--- config.mk ---
export PLATFORM = sky130hd
export DESIGN_NAME = bertc_top
export DESIGN_NICKNAME = d
export VERILOG_FILES = /design/src/pkg/bertc_pkg.sv /design/src/core/bertc_top.sv /design/src/core/bertc_err_counter.sv
export VERILOG_INCLUDE_DIRS = /design/src /design/src/pkg
export SDC_FILE = /design/constraint.sdc
export NUM_CORES = 1
export LEC_CHECK = 0
export BUFFER_PORTS_ARGS = -buffer_cell sky130_fd_sc_hd__buf_2
export CAP_MARGIN = 20
export CORE_ASPECT_RATIO = 1.1
export CORE_MARGIN = 5
export CORE_UTILIZATION = 54
export DETAILED_ROUTE_END_ITERATION = 6
export GPL_TIMING_DRIVEN = 0
export PLACE_DENSITY = 0.78
export SLEW_MARGIN = 20
export SYNTH_ARGS = -nofsm -noshare
export SYNTH_HDL_FRONTEND = slang
export SYNTH_SLANG_ARGS = --single-unit
--- constraint.sdc ---
create_clock -name i_clk -period 6.7 [get_ports i_clk]
set_input_delay 1.34 -clock i_clk [delete_from_list [all_inputs] [get_ports i_clk]]
set_output_delay 1.34 -clock i_clk [all_outputs]
set_load 0.005 [all_outputs]
--- src/pkg/bertc_defines.svh ---
// register offsets, field positions and reset values of the bit-error test channel block
// assumes inclusion by the package, the design modules and the bench
//
// Behaviour
// - The local transmit length field counts channels beyond the start channel, so length plus one channels are sent.
// - The local test transmitter sends at least one channel per frame, which it does when its length field is zero.
// - The local receive length field counts channels beyond the start channel, so length plus one channels are checked.
// - The local test receiver checks at least one channel per frame, which it does when its length field is zero.
// - Outside high-rate mode the receive start stream is bits 12:8 and the receive start channel bits 7:0.
// - In high-rate mode the receive start stream is bits 12:9 and the receive start channel bits 8:0.
// - Received test data is compared only on the local input stream chosen by the receive stream field.
// - Comparison starts at the local input channel chosen by the receive channel field.
// - The 16-bit local error counter is read-only, ignores writes and resets to zero.
// - The local error counter stops at all ones instead of wrapping.
// - Software clears the local error counter, also from saturation, through the local count-clear bit.
// - The backplane output stream carrying the test sequence is bits 13:9 of the backplane send start register.
// - The backplane test sequence starts at the output channel in bits 8:0 of the backplane send start register.
`ifndef BERTC_DEFINES_SVH
`define BERTC_DEFINES_SVH

`define BERTC_ADDR_W           14
`define BERTC_DATA_W           16
`define BERTC_OFF_LTX_LEN      14'h00C4
`define BERTC_OFF_LRX_LEN      14'h00C5
`define BERTC_OFF_LRX_START    14'h00C6
`define BERTC_OFF_LERR_COUNT   14'h00C7
`define BERTC_OFF_BTX_START    14'h00C8
`define BERTC_LEN_MSB          8
`define BERTC_LRX_START_MSB    12
`define BERTC_LRX_STR_LO       8
`define BERTC_LRX_STR_LO_HR    9
`define BERTC_LRX_CH_MSB       7
`define BERTC_LRX_CH_MSB_HR    8
`define BERTC_BTX_START_MSB    13
`define BERTC_BTX_STR_LO       9
`define BERTC_BTX_CH_MSB       8
`define BERTC_REG_RESET        16'h0000
`define BERTC_CNT_W            16
`define BERTC_INC_W            4

`endif

--- src/pkg/bertc_pkg.sv ---
// types shared by the bit-error test channel block
// assumes bertc_defines.svh on the include path
`include "bertc_defines.svh"

package bertc_pkg;

  // one time slot of a tdm stream, as seen by the front end
  typedef struct packed {
    logic       valid;
    logic [4:0] stream;
    logic [8:0] channel;
  } bertc_slot_type;

  // start position of a test window
  typedef struct packed {
    logic [4:0] stream;
    logic [8:0] channel;
  } bertc_start_type;

  // received channel byte with the expected test byte beside it
  typedef struct packed {
    bertc_slot_type slot;
    logic [7:0]     data;
    logic [7:0]     expect_data;
  } bertc_rx_type;

endpackage : bertc_pkg

--- src/core/bertc_top.sv ---
// bit-error test channel configuration, window selection and error counting
// assumes the register port and the slot/data inputs are synchronous to i_clk,
// prepared by the device's processor interface and tdm front end
`timescale 1ns/10ps
`include "bertc_defines.svh"

module bertc_top (
  // clock and reset
  input  wire logic                          i_clk,
  input  wire logic                          i_sys_rst,
  // processor register port
  input  wire logic                          i_reg_sel,
  input  wire logic                          i_reg_read,
  input  wire logic [`BERTC_ADDR_W-1:0]      i_reg_addr,
  input  wire logic [`BERTC_DATA_W-1:0]      i_reg_wdata,
  output logic      [`BERTC_DATA_W-1:0]      o_reg_rdata,
  output logic                               o_reg_ack,
  // control bits held elsewhere
  input  wire logic                          i_local_high_rate_select,
  input  wire logic                          i_local_count_clear,
  input  wire bertc_pkg::bertc_start_type    i_local_tx_start,
  input  wire logic [`BERTC_LEN_MSB:0]       i_bp_tx_extra_channels,
  // tdm slots
  input  wire bertc_pkg::bertc_slot_type     i_local_tx_slot,
  input  wire bertc_pkg::bertc_slot_type     i_bp_tx_slot,
  input  wire bertc_pkg::bertc_rx_type       i_local_rx,
  // test sequence insertion and error state
  output logic                               o_local_tx_insert,
  output logic                               o_bp_tx_insert,
  output logic      [`BERTC_CNT_W-1:0]       o_local_error_tally
);

  localparam int LW = `BERTC_LEN_MSB + 1;

  // true when the slot lies in [start, start + extra]; the window does not wrap past channel 511
  function automatic logic in_window(input bertc_pkg::bertc_slot_type s,
                                     input bertc_pkg::bertc_start_type st,
                                     input logic [LW-1:0] extra);
    logic [LW:0] last;
    last = {1'b0, st.channel} + {1'b0, extra};
    in_window = s.valid && (s.stream == st.stream) && (s.channel >= st.channel)
                && ({1'b0, s.channel} <= last);
  endfunction : in_window

  function automatic logic [`BERTC_INC_W-1:0] ones(input logic [7:0] v);
    logic [`BERTC_INC_W-1:0] n;
    n = '0;
    for (int i = 0; i < 8; i++) begin
      n = n + {{(`BERTC_INC_W - 1){1'b0}}, v[i]};
    end
    ones = n;
  endfunction : ones

  // register storage, field bits only; reserved bits read back as zero
  logic [`BERTC_LEN_MSB:0]       ltx_len_q;
  logic [`BERTC_LEN_MSB:0]       lrx_len_q;
  logic [`BERTC_LRX_START_MSB:0] lrx_start_q;
  logic [`BERTC_BTX_START_MSB:0] btx_start_q;
  logic [`BERTC_DATA_W-1:0]      rdata_q;
  logic                          ack_q;
  logic                          ltx_ins_q;
  logic                          btx_ins_q;
  logic                          rx_hit_q;
  logic [`BERTC_INC_W-1:0]       inc_q;
  logic [`BERTC_CNT_W-1:0]       count;

  wire logic wr        = i_reg_sel && !i_reg_read;
  wire logic wr_ltx    = wr && (i_reg_addr == `BERTC_OFF_LTX_LEN);
  wire logic wr_lrx    = wr && (i_reg_addr == `BERTC_OFF_LRX_LEN);
  wire logic wr_lstart = wr && (i_reg_addr == `BERTC_OFF_LRX_START);
  wire logic wr_bstart = wr && (i_reg_addr == `BERTC_OFF_BTX_START);

  // receive start decode depends on the local rate mode
  bertc_pkg::bertc_start_type lrx_start;
  assign lrx_start.stream = i_local_high_rate_select
    ? {1'b0, lrx_start_q[`BERTC_LRX_START_MSB:`BERTC_LRX_STR_LO_HR]}
    : lrx_start_q[`BERTC_LRX_START_MSB:`BERTC_LRX_STR_LO];
  assign lrx_start.channel = i_local_high_rate_select
    ? lrx_start_q[`BERTC_LRX_CH_MSB_HR:0]
    : {1'b0, lrx_start_q[`BERTC_LRX_CH_MSB:0]};

  bertc_pkg::bertc_start_type btx_start;
  assign btx_start.stream  = btx_start_q[`BERTC_BTX_START_MSB:`BERTC_BTX_STR_LO];
  assign btx_start.channel = btx_start_q[`BERTC_BTX_CH_MSB:0];

  // windows: a zero length still covers the start channel
  wire logic ltx_hit = in_window(i_local_tx_slot, i_local_tx_start, ltx_len_q);
  wire logic btx_hit = in_window(i_bp_tx_slot, btx_start, i_bp_tx_extra_channels);
  wire logic rx_hit  = in_window(i_local_rx.slot, lrx_start, lrx_len_q);
  wire logic [`BERTC_INC_W-1:0] rx_errs =
    rx_hit ? ones(i_local_rx.data ^ i_local_rx.expect_data) : '0;

  logic [`BERTC_DATA_W-1:0] rd_mux;
  always_comb begin
    rd_mux = `BERTC_REG_RESET;
    unique case (i_reg_addr)
      `BERTC_OFF_LTX_LEN:    rd_mux[`BERTC_LEN_MSB:0]       = ltx_len_q;
      `BERTC_OFF_LRX_LEN:    rd_mux[`BERTC_LEN_MSB:0]       = lrx_len_q;
      `BERTC_OFF_LRX_START:  rd_mux[`BERTC_LRX_START_MSB:0] = lrx_start_q;
      `BERTC_OFF_LERR_COUNT: rd_mux                          = count;
      `BERTC_OFF_BTX_START:  rd_mux[`BERTC_BTX_START_MSB:0] = btx_start_q;
      default:               rd_mux                          = `BERTC_REG_RESET;
    endcase
  end

  // reserved bits are dropped on write; software is expected to write them as zero
  always_ff @(posedge i_clk or posedge i_sys_rst) begin
    if (i_sys_rst) begin
      ltx_len_q   <= '0;
      lrx_len_q   <= '0;
      lrx_start_q <= '0;
      btx_start_q <= '0;
    end else begin
      if (wr_ltx)    ltx_len_q   <= i_reg_wdata[`BERTC_LEN_MSB:0];
      if (wr_lrx)    lrx_len_q   <= i_reg_wdata[`BERTC_LEN_MSB:0];
      if (wr_lstart) lrx_start_q <= i_reg_wdata[`BERTC_LRX_START_MSB:0];
      if (wr_bstart) btx_start_q <= i_reg_wdata[`BERTC_BTX_START_MSB:0];
    end
  end

  always_ff @(posedge i_clk or posedge i_sys_rst) begin
    if (i_sys_rst) begin
      rdata_q <= '0;
      ack_q   <= 1'b0;
    end else begin
      rdata_q <= (i_reg_sel && i_reg_read) ? rd_mux : '0;
      ack_q   <= i_reg_sel;
    end
  end

  // one pipeline stage keeps the slot decode off the counter adder path
  always_ff @(posedge i_clk or posedge i_sys_rst) begin
    if (i_sys_rst) begin
      ltx_ins_q <= 1'b0;
      btx_ins_q <= 1'b0;
      rx_hit_q  <= 1'b0;
      inc_q     <= '0;
    end else begin
      ltx_ins_q <= ltx_hit;
      btx_ins_q <= btx_hit;
      rx_hit_q  <= rx_hit;
      inc_q     <= rx_errs;
    end
  end

  // the counter has no write path from the register port
  bertc_err_counter #(
    .WIDTH (`BERTC_CNT_W),
    .INC_W (`BERTC_INC_W)
  ) u_err_counter (
    .i_clk     (i_clk),
    .i_sys_rst (i_sys_rst),
    .i_clear   (i_local_count_clear),
    .i_inc     (inc_q),
    .o_count   (count)
  );

  assign o_reg_rdata         = rdata_q;
  assign o_reg_ack           = ack_q;
  assign o_local_tx_insert   = ltx_ins_q;
  assign o_bp_tx_insert      = btx_ins_q;
  assign o_local_error_tally = count;

  // checks
  property p_ltx_start;
    @(posedge i_clk) disable iff (i_sys_rst)
      (i_local_tx_slot.valid && i_local_tx_slot.stream == i_local_tx_start.stream
       && i_local_tx_slot.channel == i_local_tx_start.channel) |=> o_local_tx_insert;
  endproperty
  a_ltx_start: assert property (p_ltx_start) else $error("local start channel not sent");

  property p_ltx_end;
    @(posedge i_clk) disable iff (i_sys_rst)
      (i_local_tx_slot.valid && {1'b0, i_local_tx_slot.channel}
       == {1'b0, i_local_tx_start.channel} + {1'b0, ltx_len_q} + 10'h001) |=> !o_local_tx_insert;
  endproperty
  a_ltx_end: assert property (p_ltx_end) else $error("local transmit ran past its length");

  property p_rx_end;
    @(posedge i_clk) disable iff (i_sys_rst)
      (i_local_rx.slot.valid && {1'b0, i_local_rx.slot.channel}
       == {1'b0, lrx_start.channel} + {1'b0, lrx_len_q} + 10'h001) |=> !rx_hit_q;
  endproperty
  a_rx_end: assert property (p_rx_end) else $error("local receive checked past its length");

  property p_rx_other_stream;
    @(posedge i_clk) disable iff (i_sys_rst)
      (i_local_rx.slot.stream != lrx_start.stream) |=> (inc_q == '0);
  endproperty
  a_rx_other_stream: assert property (p_rx_other_stream) else $error("errors counted on wrong stream");

  property p_rx_hr_start;
    @(posedge i_clk) disable iff (i_sys_rst)
      (i_local_high_rate_select && i_local_rx.slot.valid
       && i_local_rx.slot.stream == {1'b0, lrx_start_q[12:9]}
       && i_local_rx.slot.channel == lrx_start_q[8:0]) |=> rx_hit_q;
  endproperty
  a_rx_hr_start: assert property (p_rx_hr_start) else $error("high-rate start not checked");

  property p_rx_lr_start;
    @(posedge i_clk) disable iff (i_sys_rst)
      (!i_local_high_rate_select && i_local_rx.slot.valid
       && i_local_rx.slot.stream == lrx_start_q[12:8]
       && i_local_rx.slot.channel == {1'b0, lrx_start_q[7:0]}) |=> rx_hit_q;
  endproperty
  a_rx_lr_start: assert property (p_rx_lr_start) else $error("start channel not checked");

  property p_rx_all_wrong;
    @(posedge i_clk) disable iff (i_sys_rst)
      (rx_hit && (i_local_rx.data ^ i_local_rx.expect_data) == 8'hFF) |=> (inc_q == 4'h8);
  endproperty
  a_rx_all_wrong: assert property (p_rx_all_wrong) else $error("bit errors miscounted");

  property p_count_ro;
    @(posedge i_clk) disable iff (i_sys_rst)
      (wr && i_reg_addr == `BERTC_OFF_LERR_COUNT && inc_q == '0 && !i_local_count_clear)
      |=> $stable(o_local_error_tally);
  endproperty
  a_count_ro: assert property (p_count_ro) else $error("error count changed by a write");

  property p_bp_start;
    @(posedge i_clk) disable iff (i_sys_rst)
      (i_bp_tx_slot.valid && i_bp_tx_slot.stream == btx_start_q[13:9]
       && i_bp_tx_slot.channel == btx_start_q[8:0]) |=> o_bp_tx_insert;
  endproperty
  a_bp_start: assert property (p_bp_start) else $error("backplane start not sent");

endmodule : bertc_top

--- src/core/bertc_err_counter.sv ---
// saturating error counter with synchronous clear
// assumes increments and clear are synchronous to i_clk
`timescale 1ns/10ps
`include "bertc_defines.svh"

module bertc_err_counter #(
  parameter int WIDTH = `BERTC_CNT_W,
  parameter int INC_W = `BERTC_INC_W
) (
  // clock and reset
  input  wire logic             i_clk,
  input  wire logic             i_sys_rst,
  // control
  input  wire logic             i_clear,
  input  wire logic [INC_W-1:0] i_inc,
  // count
  output logic      [WIDTH-1:0] o_count
);

  logic [WIDTH-1:0] count_q;
  logic [WIDTH-1:0] base;
  logic [WIDTH:0]   sum;
  logic [WIDTH-1:0] count_d;

  // clear first, then add: errors seen in the clear cycle are kept
  assign base    = i_clear ? '0 : count_q;
  assign sum     = {1'b0, base} + {{(WIDTH + 1 - INC_W){1'b0}}, i_inc};
  assign count_d = sum[WIDTH] ? '1 : sum[WIDTH-1:0];

  always_ff @(posedge i_clk or posedge i_sys_rst) begin
    if (i_sys_rst) begin
      count_q <= '0;
    end else begin
      count_q <= count_d;
    end
  end

  assign o_count = count_q;

  property p_cnt_no_wrap;
    @(posedge i_clk) disable iff (i_sys_rst)
      (count_q == '1 && !i_clear) |=> (count_q == '1);
  endproperty
  a_cnt_no_wrap: assert property (p_cnt_no_wrap) else $error("error counter wrapped");

  property p_cnt_clear;
    @(posedge i_clk) disable iff (i_sys_rst)
      (i_clear && i_inc == '0) |=> (count_q == '0);
  endproperty
  a_cnt_clear: assert property (p_cnt_clear) else $error("error counter not cleared");

endmodule : bertc_err_counter

==> out/qor.yml <==
synthesis:
  synth_top_family_by_area: "adder cells"
  synth-xor-area-share_pct: 7.42
  yosys_warnings: 0
  synthArstFlopShare_pct: 100
  synth_seq_cells: 84
  synth_compound_area_share_pct: 17.5
  synth-simple-area-share_pct: 14.2
  synth-seq-area-share_pct: 31.8
  syn_area_mm2: 0.00661
  yosys.area_share.adder_pct: 19.1
  synth-edff-count: 0
  postSynthCellCount: 667
  synth_nets: 883
  syn_avg_cell_area_um2: 9.91
  yosys.cell_types.count: 64
  synthFlopType: "dfrtp_1"
  muxShareOfSynthArea_pct: 5.79
finish:
  area_growth_pct: 19.2
  mostFrequentLayoutCells: "buf_2 (155), ha_1 (88), dfrtp_1 (84)"
  stdcell_area_mm2: 0.00788
  nNetsFinal: 1046
  n_fill_cell: 985
  drive_above_1_share_pct: 25.1
  final_common_cell: "buf_2"
  postLayoutCoreUtil_pct: 65.5
  stdcell_count: 988
  seq_area_mm2: 0.00210
  multi_input_comb_area_mm2: 0.00422
  antenna_cells: 0
sta:
  finalHoldViolCount: 0
  setup_ws_ps: 2840
  relSlewSlack_pct: 62.3
  finalSetupTns_ps: 0
  rsz0062_at_grt: "no"
  holdWs_ps: 547
  setup_viol: 0
  finClkSkew_ps: 5.96
  period_minus_slack_ps: 3860
  finalCritPeriodShare_pct: 57.6
  drv_slew: 0
  worst_slew_pin_slew_ps: 563
  fmax_ghz: 0.259
setup_path:
  worstPathRequired_ps: 6950
  path_class: "in2reg"
  rr_worst_depth: 12
  crit_path_max_fanout: 2
  arrival_ps: 4110
  start_kind: "primary input"
  cp-end-kind: "flop"
global_route:
  grt_pass1_wl_um: 28900
  grt_max_degree: 60
  track_usage_pct: 24.9
  grt_pass1_vias: 5974
  antenna_found_initial: 0
  grt_overflow: 0
die:
  dieArea_mm2: 0.0146
  die_h_um: 126
  fp.dieW_um: 115
  fp.coreArea_mm2: 0.0120
  boundaryPins: 155
  start_util_pct: 54.9
  row_count: 42
min_path:
  hp-class: "reg2reg"
  hold_path_depth: 1
detailed_routing:
  wl_per_cell_um: 17.9
  first_pass_iters: 5
  wl_um: 17700
  num_vias: 5750
  drtAntennaViolNets: 0
  drc: 0
  drt-initial-drc-count: 333
  via_per_inst: 5.82
place:
  dp_cells: 973
  dp_slack_ps: 2480
  gp_congestion: 0.895
  numPortBuffers: 151
  dpl.hpwl_um: 14700
  placed_area_mm2: 0.00759
pwr:
  powerDensity_mw_per_mm2: 155
  finalPower_mw: 1.22
  p_leak_nw: 4.09
  vdd_ir_drop_max_mv: 0.116
status:
  status: "finished, final reports clean"
clock_network:
  cts_sinks: 84
  path_clk_slew_ps: 60
  numCtsBuffers: 9
  ctsResizeCount: 0
  htree_num_levels: 3
  ctsHoldBuffers: 0
  cts_max_path_buffers: 2
  cts_tree: "done"
  insertion_delay_ps: 340
  post_cts_buffers: 0
  cts_root_buf: "clkbuf_16"
job:
  cap_violations: 0
## per-layer routing
layer	vias up	global-route usage [%]	share of wire, %
met5	-	0	0
met4	0	7.67	2.5
met3	39	4.70	6.6
met2	184	41.5	48
met1	2753	32.6	43
li1	2774	-	-
## power by group
group          internal (mW)  total, mW  switching, mW
clock                  0.296      0.493          0.196
sequential             0.508      0.509       0.000809
combinational          0.102      0.217          0.115
## cell families (layout without fill, tap and decap cells)
logic type	count (synthesis)	after routing
AOI/OAI and AO/OA	171	171
and+or+nand+nor	164	164
adders and majority gates	96	96
DFF	84	84
buffers and inverters	63	230
xor gates and xnor gates	56	56
muxes	33	33
## final timing paths
path,startpoint,end,slack (ps)
min reg2reg,ltx_len_q[5],ltx_len_q[5],550
max reg2reg,lrx_len_q[4],inc_q[3],3250
min in group asynchronous,i_sys_rst,o_reg_ack,970
max,i_local_rx[0],inc_q[1],2840
max in group asynchronous,i_sys_rst,ltx_len_q[3],5130
min,ltx_len_q[5],ltx_len_q[5],550
## sequential cells by signal, indices dropped and copies added, names as in the netlist
| register | flops |
|---|---|
| o_local_tx_insert | 1 |
| o_bp_tx_insert | 1 |
| lrx_start_q | 13 |
| ltx_len_q | 9 |
| inc_q | 4 |
| btx_start | 14 |
| o_reg_rdata | 16 |
| o_reg_ack | 1 |
| u_err_counter.o_count | 16 |
| lrx_len_q | 9 |
## critical path, stage by stage
cell and delay [ps]:
buf_2 110, xnor2_1 230, fa_1 470, fa_1 530, fa_1 540, inv_1 40, ha_1 210, fa_1 470
nor3b_1 160
## cells in the mapped netlist (8+ instances only)
| cell type | instances | area [µm²] |
|---|---|---|
| nand2b_1 | 10 | 62.6 |
| a21oi_1 | 28 | 140 |
| xor2_1 | 30 | 263 |
| nand2_1 | 34 | 128 |
| a21o_1 | 14 | 105 |
| xnor2_1 | 26 | 228 |
| mux2_2 | 20 | 225 |
| nor2_1 | 33 | 124 |
| a22oi_1 | 11 | 82.6 |
| and3_1 | 12 | 75.1 |
| fa_1 | 8 | 160 |
| nor2b_1 | 22 | 138 |
| inv_1 | 45 | 169 |
| dfrtp_1 | 84 | 2100 |
| and4_1 | 10 | 87.6 |
| o21ai_0 | 49 | 245 |
| ha_1 | 88 | 1100 |
| a22o_1 | 23 | 201 |
## area by class of cell
cell class              count  share of cell area [%]
plain buffers              18                    1.46
clock buffers              11                    3.08
clock inverters             4                   0.635
inverters                  45                    2.17
multi-input cells         520                    53.6
flip-flops and latches     84                    26.7
well taps                 154                    2.44
repair buffers            152                    9.94
No activity file was read; power rests on OpenSTA's default activity.
